[src/design/aorf_pkg.sv]
// shared constants and types of the converter output-code and range-flag block
// assumes the sample arrives as a signed count of code steps, already on clock_i
package aorf_pkg;

  localparam int CODE_W     = 12;
  localparam int IN_W       = 14;
  localparam int PIPE_DEPTH = 3;
  localparam int BUF_DEPTH  = 2;

  localparam logic [CODE_W-1:0] CODE_MIN = 12'h000;
  localparam logic [CODE_W-1:0] CODE_MID = 12'h800;
  localparam logic [CODE_W-1:0] CODE_MAX = 12'hfff;

  // span limits of the difference input, in code steps
  localparam logic signed [IN_W:0] DIFF_NEG_LIMIT = -15'sh0800;
  localparam logic signed [IN_W:0] DIFF_POS_LIMIT = 15'sh0800;
  // single-ended input is referred to ground, so midscale is removed first
  localparam logic signed [IN_W:0] SINGLE_OFFSET  = 15'sh0800;

  typedef struct packed {
    logic              flag;
    logic [CODE_W-1:0] code;
  } aorf_word_s;

  localparam int WORD_W = CODE_W + 1;

  localparam aorf_word_s WORD_RESET = '{flag: 1'b0, code: CODE_MID};

  // saturating straight-binary coding of a signed difference
  function automatic aorf_word_s aorf_convert(input logic signed [IN_W:0] diff);
    aorf_word_s w;
    w = WORD_RESET;
    if (diff < DIFF_NEG_LIMIT) begin
      w.flag = 1'b1;
      w.code = CODE_MIN;
    end else if (diff >= DIFF_POS_LIMIT) begin
      w.flag = 1'b1;
      w.code = CODE_MAX;
    end else begin
      w.flag = 1'b0;
      // in range the offset to midscale is a plain flip of the top bit
      w.code = {~diff[CODE_W-1], diff[CODE_W-2:0]};
    end
    return w;
  endfunction

endpackage

[src/design/aorf_stream_if.sv]
// valid/ready word carrier between the block's own modules
// assumes both ends sit on the same clock
`timescale 1ns/1ps
interface aorf_stream_if #(parameter int W = 13);
  logic         valid;
  logic         ready;
  logic [W-1:0] data;

  modport src (output valid, output data, input ready);
  modport snk (input valid, input data, output ready);
endinterface

[src/design/aorf_skid.sv]
// two-entry buffer: output register plus one skid register
// assumes the filler honours ready and the drainer may stall at will
`timescale 1ns/1ps
module aorf_skid (
  // clock and reset
  input  wire logic    clock_i,
  input  wire logic    resetn_i,
  // filling and draining sides
  aorf_stream_if.snk   up,
  aorf_stream_if.src   down
);
  import aorf_pkg::*;

  localparam int W = $bits(up.data);

  logic [W-1:0] main_d;
  logic         main_v;
  logic [W-1:0] skid_d;
  logic         skid_v;
  logic         skid_free;
  logic         take;
  logic         pop;

  // ready is a flop term, so the filler never sees a combinational path back
  // ready is kept as its own flop so that the top's ready port is a plain flop
  assign up.ready   = skid_free;
  assign skid_v     = ~skid_free;
  assign down.valid = main_v;
  assign down.data  = main_d;
  assign take       = up.valid & ~skid_v;
  assign pop        = main_v & down.ready;

  always_ff @(posedge clock_i) begin
    if (!resetn_i) begin
      main_v <= 1'b0;
      main_d <= '0;
      skid_free <= 1'b1;
      skid_d <= '0;
    end else if (!main_v || pop) begin
      if (skid_v) begin
        main_d <= skid_d;
        main_v <= 1'b1;
        skid_free <= 1'b1;
      end else begin
        main_v <= take;
        if (take) begin
          main_d <= up.data;
        end
      end
    end else if (take) begin
      skid_free <= 1'b0;
      skid_d <= up.data;
    end
  end

endmodule // aorf_skid

[src/design/aorf_top.sv]
// Function
// - output is always unsigned straight binary
// - end codes 000, 800 mid, fff, saturated
// - flag travels with its own word
// - flag low for in-range samples
// - flag high beyond limits, with end code
// - flag stays high until in-range word output
// - timing uses both clock edges
// - single-ended input saturates at 000 and fff
//
// converter output stage: coding, range flag, pipeline and output buffer
// assumes sample_i is produced on clock_i and held while sample_ready_o is low
`timescale 1ns/1ps
module aorf_top #(
  parameter int PIPE = aorf_pkg::PIPE_DEPTH
) (
  // clock and reset
  input  wire logic                            clock_i,
  input  wire logic                            resetn_i,
  // input range selection
  input  wire logic                            mode_single_i,
  // sampled input
  input  wire logic                            sample_valid_i,
  input  wire logic signed [aorf_pkg::IN_W-1:0] sample_i,
  output logic                                 sample_ready_o,
  // converted output
  output logic                                 data_valid_o,
  input  wire logic                            data_ready_i,
  output logic [aorf_pkg::CODE_W-1:0]          data_code_o,
  output logic                                 out_of_range_flag_o
);
  import aorf_pkg::*;

  // timing of one sample, counted in clock_i periods:
  //   falling edge   the hold stage captures the coded word and its flag
  //   rising edge    stage 0 takes it if the buffer has room
  //   next edges     stages 1 .. PIPE-1, then the buffer's output flops
  // so a sample that is not stalled reaches the ports PIPE rising edges
  // after the edge that takes it; a stall adds cycles but never alters
  // the word itself or separates its flag from its code
  //
  // reset is synchronous on both edges that use it: the hold stage clears
  // on a falling edge and the pipeline on a rising edge, so reset has to
  // stand across at least one edge of each kind

  // the pipeline end feeds the buffer, the buffer's own flops drive the ports
  aorf_stream_if #(.W(WORD_W)) pipe_s ();
  aorf_stream_if #(.W(WORD_W)) out_s ();

  // sample as a sign-extended difference around midscale
  logic signed [IN_W:0] diff;

  // converted word of the sample now on the inputs
  aorf_word_s           conv_w;

  // falling-edge hold stage, one flop group per field
  logic                 hold_flag;
  logic [CODE_W-1:0]    hold_code;
  logic                 hold_v;

  // rising-edge pipeline stages, oldest at the highest index
  logic                 pipe_flag [PIPE];
  logic [CODE_W-1:0]    pipe_code [PIPE];
  logic                 pipe_v    [PIPE];

  // every stage moves on the same condition, so the fields stay in step
  logic                 advance;

  // word leaving the buffer, split back into its fields
  aorf_word_s           out_w;

  // widens the sample with its sign and, for a ground-referred input,
  // removes midscale so that both modes share one coding path
  function automatic logic signed [IN_W:0] aorf_to_diff(
    input logic                   single,
    input logic signed [IN_W-1:0] value
  );
    logic signed [IN_W:0] wide;
    wide = {value[IN_W-1], value};
    if (single) begin
      return wide - SINGLE_OFFSET;
    end
    return wide;
  endfunction

  // the extra bit keeps a saturating input from wrapping into range
  always_comb begin
    diff = aorf_to_diff(mode_single_i, sample_i);
  end

  // saturation and the flag are decided together, so they never disagree
  always_comb begin
    conv_w = aorf_convert(diff);
  end

  // half-cycle hold stage: coding settles on the falling edge and the
  // pipeline moves on the rising edge, so both halves of a period are used
  always_ff @(negedge clock_i) begin
    if (!resetn_i) begin
      hold_flag <= WORD_RESET.flag;
    end else begin
      hold_flag <= conv_w.flag;
    end
  end

  always_ff @(negedge clock_i) begin
    if (!resetn_i) begin
      hold_code <= WORD_RESET.code;
    end else begin
      hold_code <= conv_w.code;
    end
  end

  // the source holds a refused sample, so recapturing it on each falling
  // edge of a stall is harmless
  always_ff @(negedge clock_i) begin
    if (!resetn_i) begin
      hold_v <= 1'b0;
    end else begin
      hold_v <= sample_valid_i;
    end
  end

  // the whole pipeline stalls while the buffer is full, so no word is lost;
  // the cost is that bubbles are not squeezed out during a stall
  assign advance = pipe_s.ready;

  // flag stages: a flag only moves with its own code, so a high flag
  // lasts exactly until the next in-range word comes out
  always_ff @(posedge clock_i) begin
    if (!resetn_i) begin
      for (int i = 0; i < PIPE; i++) begin
        pipe_flag[i] <= WORD_RESET.flag;
      end
    end else if (advance) begin
      pipe_flag[0] <= hold_flag;
      for (int i = 1; i < PIPE; i++) begin
        pipe_flag[i] <= pipe_flag[i-1];
      end
    end
  end

  // code stages
  always_ff @(posedge clock_i) begin
    if (!resetn_i) begin
      for (int i = 0; i < PIPE; i++) begin
        pipe_code[i] <= WORD_RESET.code;
      end
    end else if (advance) begin
      pipe_code[0] <= hold_code;
      for (int i = 1; i < PIPE; i++) begin
        pipe_code[i] <= pipe_code[i-1];
      end
    end
  end

  // valid stages
  always_ff @(posedge clock_i) begin
    if (!resetn_i) begin
      for (int i = 0; i < PIPE; i++) begin
        pipe_v[i] <= 1'b0;
      end
    end else if (advance) begin
      pipe_v[0] <= hold_v;
      for (int i = 1; i < PIPE; i++) begin
        pipe_v[i] <= pipe_v[i-1];
      end
    end
  end

  assign pipe_s.valid = pipe_v[PIPE-1];
  assign pipe_s.data  = {pipe_flag[PIPE-1], pipe_code[PIPE-1]};

  // two-entry buffer between the pipeline and the receiver
  aorf_skid u_skid (
    .clock_i  (clock_i),
    .resetn_i (resetn_i),
    .up       (pipe_s),
    .down     (out_s)
  );

  assign out_s.ready = data_ready_i;
  assign out_w       = aorf_word_s'(out_s.data);

  // all outputs below are flops of the buffer
  assign sample_ready_o      = pipe_s.ready;
  assign data_valid_o        = out_s.valid;
  assign data_code_o         = out_w.code;
  assign out_of_range_flag_o = out_w.flag;

endmodule // aorf_top
[config.mk]
export PLATFORM = sky130hd
export DESIGN_NAME = aorf_top
export DESIGN_NICKNAME = d
export VERILOG_FILES = /design/src/design/aorf_pkg.sv /design/src/design/aorf_stream_if.sv /design/src/design/aorf_skid.sv /design/src/design/aorf_top.sv
export SDC_FILE = /design/constraint.sdc
export NUM_CORES = 1
export LEC_CHECK = 0
export ABC_CLOCK_PERIOD_IN_PS = 5190
export BUFFER_PORTS_ARGS = -buffer_cell sky130_fd_sc_hd__buf_4
export CORE_MARGIN = 8
export CORE_UTILIZATION = 55
export CTS_BUF_LIST = sky130_fd_sc_hd__clkbuf_16
export DETAILED_ROUTE_END_ITERATION = 10
export HOLD_SLACK_MARGIN = 0.15
export PLACE_DENSITY = 0.75
export SETUP_SLACK_MARGIN = 0.4
export SYNTH_ARGS = -nofsm -noshare
export SYNTH_HDL_FRONTEND = slang
export SYNTH_SLANG_ARGS = --single-unit
[constraint.sdc]
create_clock -name clock_i -period 5.19 [get_ports clock_i]
set_input_delay 0.7785 -clock clock_i [delete_from_list [all_inputs] [get_ports clock_i]]
set_output_delay 0.7785 -clock clock_i [all_outputs]
set_load 0.005 [all_outputs]
==> results of run 1 <==
[cells in the mapped netlist, drive strengths merged]
master,n
edfxtp,42
nand4b,2
o2bb2ai,1
ha,1
a211oi,24
nand3,1
dlymetal6s2s,1
o21bai,1
nand2b,3
or2,3
nand2,28
o21ba,1
dfxtp,42
a21oi,37
and4b,1
a31o,1
nor3,1
and3,40
and4bb,1
and2,2
inv,5
buf,15
nor2,2
and2b,1
mux2i,13
nor2b,1
clkbuf,9
o21ai,1
[cell families after synthesis]
group,count (synthesis)
and+or+nand+nor,86
DFF,84
AOI/OAI and AO/OA,66
buffers and inverters,30
muxes,13
adders and majority gates,1
[registers in the layout (all words and copies together), names as in the netlist]
register           flops
hold_code             12
hold_flag              1
hold_v                 1
pipe_code             36
pipe_flag              3
pipe_v                 3
u_skid.down.data      13
u_skid.down.valid      1
u_skid.skid_d         13
u_skid.up.ready        1
[final cells by class]
class	instances	area (um^2)
clock buffer	9	225.2
clock inverter	21	108.9
fill	465	1993
inverter	4	15.01
multi-input combinational	166	1140
sequential	84	2102
tap	75	93.84
timing repair buffer	37	277.8
[through the flow]
step                hold slack, ns  cell area (um^2)  instances  power (mW)
detailed placement          0.4461              3632        367      0.8208
finish                      0.4523              3963        396       1.427
global route                0.4738              3963        396       1.488
CTS                         0.4534              3963        396       1.444
floorplan                   0.4357              3417        280      0.7986
global placement            0.4407              3632        367      0.8172
[critical path, stage by stage]
cell and delay (ns):
buf_4 0.13, inv_1 0.05, ha_1 0.17, and4bb_1 0.23, o21bai_2 0.54, a211oi_1 0.17
[how the worst min path moves through the flow]
stage	startpoint	endpoint	slack (ns)	cells past startpoint
final	u_skid.skid_d[3]$_SDFFE_PN0P_	u_skid.skid_d[3]$_SDFFE_PN0P_	0.45	2
after global placement	u_skid.skid_d[7]$_SDFFE_PN0P_	u_skid.skid_d[7]$_SDFFE_PN0P_	0.44	2
after detailed placement	u_skid.skid_d[10]$_SDFFE_PN0P_	u_skid.skid_d[10]$_SDFFE_PN0P_	0.45	2
after global routing	u_skid.skid_d[4]$_SDFFE_PN0P_	u_skid.skid_d[4]$_SDFFE_PN0P_	0.47	2
after floorplan	u_skid.skid_d[0]$_SDFFE_PN0P_	u_skid.skid_d[0]$_SDFFE_PN0P_	0.44	2
after CTS	u_skid.skid_d[10]$_SDFFE_PN0P_	u_skid.skid_d[10]$_SDFFE_PN0P_	0.45	2
[per-layer routing]
layer	part of all wire [%]	global-route usage, %	vias to the layer above
li1	-	-	1091
met2	48	22.60	41
met4	1.8	8.192	0
met3	5.4	4.524	8
met5	0	0	-
met1	45	14.13	970
[power groups by stage]
stage                     sequential (mW)  combinational (mW)  clock, mW
after floorplan                     0.732              0.0491     0.0177
after global placement              0.732              0.0672     0.0177
after detailed placement            0.733              0.0696     0.0177
after CTS                           0.720              0.0700      0.654
after global routing                0.722              0.0766      0.690
final                               0.720              0.0692      0.638
==> summary.txt, run 1 <==
Detailed routing
  – Drt drc: 0
  – Drt total wl: 5546 um
  – First-pass detailed-route iteration total: 4
  – First DRT Iteration DRCs: 98
  – Via count: 2110
  – Via-to-Cell Ratio: about 5.3
  – ANT nets after route: 0
  – DR WL/cell: 14.01 um

Worst setup path
  – Critical R2R Capture: pipe_code[0][11]$_SDFFCE_PN1P_
  – R2r setup slk: 1.74 ns
  – WS Path Type: in2reg
  – Critical Path Sink Type: flop
  – Worst-case reg-to-reg path depth: 1
  – Worst Path Required: ~2.8 ns
  – Critical-path maximum fanout: 12
  – CP Launch Type: input pin
  – Crit. Startpoint: sample_i[11]
  – FF-to-FF Start: hold_code[11]$_SDFF_NN1_
  – Crit path DAT: 2.07 ns
  – Worst setup path endpoint: hold_code[7]$_SDFF_NP0_

Status
  – Status: complete, no violations

Placement
  – GPL Wtd Cong: 0.6974
  – DP HPWL: between 3000 and 4000 um
  – Port-buffer cells: 33
  – Pre-CTS setup slack: 0.3697 ns

Power
  – Pint: 1.127 mW
  – Flop pwr share: 50.5%
  – Sw power: about 0.30 mW
  – Pwr/cell area: 360.2 nW/um^2
  – Part of the power in the clock network: 44.7%
  – Peak VDD IR: 0.1936 mV
  – Combinational Power Share: under 10%
  – Switching share of power: approximately a fifth
  – Leak: 1.794 nW

Timing
  – Setup violation total in the final timing report: 0
  – Setup WS post-layout: roughly 0.76 ns
  – RSZ-0062 raised after global routing: no
  – Slew Limit Fails: 0
  – Slew @ Worst Pin: 0.9572 ns
  – Post-Route Skew: 0.06395 ns
  – Slew HR: a little over a third
  – Setup TNS Final: 0 ns
  – Hold Vio Cnt, Final: 0

Global routing
  – Initial antenna violation count: 0
  – Largest net degree at the start of global routing: 48
  – Total GRT Usage: about an eighth
  – First-pass GRT wire length: 9335 um
  – Global route overflow: 0
  – Vias in the first global route: around 2100

Clocking
  – Resized Gates After CTS: 0
  – Clock root buffer: clkbuf_16
  – Worst-Skew Late Latency: a little under 0.4 ns
  – CTS max path bufs: 2
  – Clk slew on worst S/H paths: 0.06 ns
  – CTS Buf Count: 9
  – Depth of the CTS H-tree: 3
  – CTS Sinks: 84
  – CTS tree: done
  – CTS Hold Bufs: 0
  – Post-CTS setup buffers: 0

Yosys
  – Post-synth cell types: 32
  – Adder-cell share of the synthesized area: 0.3662%
  – #FFs+latches synth: 84
  – Share of the synthesized area in the top cell type: 36.91%
  – Synth Area in Simple Gates: between 10% and 20%
  – Area contributors post-synth: edfxtp_1 (37%), dfxtp_1 (25%), a211oi_2 (7.3%)
  – Post-synthesis net count: 300
  – Syn_area_per_cell: 12.20 um^2
  – Mux cell area share after synthesis: between 3 and 4%
  – Synth Area in XOR/XNOR: 0%
  – Largest family of logic cells by synthesized area: compound AO/OA/AOI/OAI gates
  – YS warnings: 0
  – Fraction of the yosys area taken by sequential cells: 61.52%
  – Syn Inst Count: 280
  – Compound-cell area share of the yosys netlist: 15.09%
  – Synth area leader: edfxtp_1
  – Synth Cell Area: 3417 um^2

Worst hold path
  – Hold Crit Class: reg2reg

Final layout
  – Area grow syn2layout: 15.96%
  – Net count, final: 336
  – Final Util: 66.53%
  – Ant diodes: 0
  – Share of layout cells above drive strength 1: 24.61%
  – Commonest cells after routing, fill and taps aside: dfxtp_1 (42), edfxtp_1 (42), and3_1 (40)

Floorplanning
  – IO Pins: 34
  – Core Region: a little under 6000 um^2
  – DIE WIDTH: roughly 95 um
  – Die height: 94.82 um
  – Row cnt: 28
  – Starting density of the core: 57.37%
  – Die area: 8991 um^2

Run
  – Max cap viols: 0
No activity file was read; power rests on OpenSTA's default activity.
==> run 2, diff against run 1 <==
==> constraint.sdc (replaced) <==
create_clock -name clock_i -period 5.19 [get_ports clock_i]
set_input_delay 0.519 -clock clock_i [delete_from_list [all_inputs] [get_ports clock_i]]
set_output_delay 0.519 -clock clock_i [all_outputs]
set_load 0.005 [all_outputs]
==> summary.txt, run 2 (synthesis results as in run 1) <==
Global routing
  – Global route overflow: 0
  – First-pass GRT wire length: about 9200 um
  – Largest net degree at the start of global routing: 48
  – Total GRT Usage: between 10% and 20%
  – Initial antenna violation count: 0
  – Vias in the first global route: 2043

Floorplanning
  – IO Pins: 34
  – Row cnt: 28
  – DIE WIDTH: between 90 and 100 um
  – Core Region: 5956 um^2
  – Die area: 8991 um^2
  – Die height: roughly 95 um
  – Starting density of the core: 57.37%

Final layout
  – Net count, final: 334
  – Multi-input logic area: 1140 um^2
  – Final Non-Filler Cells: 394
  – Final Cell Area: 3986 um^2
  – Register area: 2102 um^2
  – Ant diodes: 0
  – Commonest cells after routing, fill and taps aside: dfxtp_1 (42), edfxtp_1 (42), and3_1 (40)
  – Area grow syn2layout: 16.66%
  – # fillers: 466
  – Final Util: 66.93%
  – Max reg flops: 36
  – Share of layout cells above drive strength 1: 25.08%
  – Top reg by flops: pipe_code

Detailed routing
  – Drt total wl: ~5300 um
  – First DRT Iteration DRCs: between 60 and 70
  – DR WL/cell: roughly 13 um
  – Via-to-Cell Ratio: about 5.4
  – ANT nets after route: 0
  – Via count: 2111
  – First-pass detailed-route iteration total: 4
  – Drt drc: 0

Timing
  – Slew HR: 34.49%
  – Slew @ Worst Pin: slightly below 1 ns
  – Hold Vio Cnt, Final: 0
  – Setup TNS Final: 0 ns
  – Post-Route Skew: around 0.060 ns
  – Setup violation total in the final timing report: 0
  – Slew Limit Fails: 0
  – RSZ-0062 raised after global routing: no

Clocking
  – Depth of the CTS H-tree: 3
  – CTS max path bufs: 2
  – CTS Sinks: between 80 and 90
  – CTS tree: done
  – Worst-Skew Late Latency: 0.39 ns
  – CTS Buf Count: 9
  – Resized Gates After CTS: 0
  – Clock root buffer: clkbuf_16
  – Post-CTS setup buffers: 0
  – CTS Hold Bufs: 0
  – Clk slew on worst S/H paths: 0.06 ns

Worst setup path
  – Worst Path Required: about 2.8 ns
  – Cell chain of the critical path: buf_4 -> inv_1 -> ha_1 -> and4bb_1 -> o21bai_2 -> a211oi_2
  – Crit path DAT: 1.83 ns
  – Critical Path Sink Type: flop
  – WS Path Type: in2reg
  – Largest stage delay on the critical path: 0.56 ns
  – Critical-path maximum fanout: 12
  – CP max-delay cell: o21bai_2
  – CP Launch Type: input pin

Power
  – Leak: ~1.8 nW
  – Tot Pwr: 1.502 mW
  – Peak VDD IR: 0.2157 mV
  – Pwr/cell area: 376.8 nW/um^2

Run
  – Max cap viols: 0

Worst hold path
  – Hold Crit Class: in2reg

Placement
  – GPL Wtd Cong: 0.7151
  – DP HPWL: between 3000 and 4000 um
  – Port-buffer cells: 33
  – Placed Cells: about 370
  – Dpl cell area: 3617 um^2

Status
  – Status: complete, no violations
-- run 2: power breakdown --
part,internal (mW),leakage (nW),switching [mW]
Clock,0.438,0.235,0.277
Sequential,0.714,0.843,0.00525
Combinational,0.0321,0.719,0.0355
Total,1.18,1.80,0.318
-- run 2: metal layers --
metal  vias up  share of wire (%)  track usage (%)
li1       1087                  -                -
met1       963                 46            14.44
met2        53                 47            21.90
met3         8                4.8            3.016
met4         0                2.3            7.802
met5         -                  0                0
-- run 2: area by class of cell --
type                    instances  area share, %
clock buffers                   9          5.650
repair buffers                 35          6.591
inverters                       4         0.3766
multi-input cells             166          28.59
well taps                      75          2.354
clock inverters                21          3.704
flip-flops and latches         84          52.73
-- run 2: worst max-delay path: cells and delay by family --
kind | cells | cell delay, ns
adders and majority gates | 1 | 0.17
buffers and inverters | 2 | 0.19
and+or+nand+nor | 1 | 0.23
AOI/OAI and AO/OA | 2 | 0.72
-- run 2: path summary, 6_finish.rpt --
kind	startpoint	end	slack, ns	depth (start not counted)
hold reg to reg	u_skid.skid_d[7]$_SDFFE_PN0P_	u_skid.skid_d[7]$_SDFFE_PN0P_	0.45	2
setup / recovery	sample_i[11]	hold_code[1]$_SDFF_NP0_	0.99	6
setup reg to reg	hold_code[11]$_SDFF_NN1_	pipe_code[0][11]$_SDFFCE_PN1P_	1.74	1
hold / removal	data_ready_i	u_skid.up.ready$_SDFFE_PP1P_	0.43	3
-- run 2: per-stage QoR --
stage | hold slack [ns] | worst slack [ns]
6_report | 0.4304 | 0.9893
5_1_grt | 0.4412 | 0.8581
4_1_cts | 0.4233 | 0.9790
3_5_place_dp | 0.4458 | 0.5994
3_3_place_gp | 0.4402 | 0.6531
2_1_floorplan | 0.4357 | 1.084
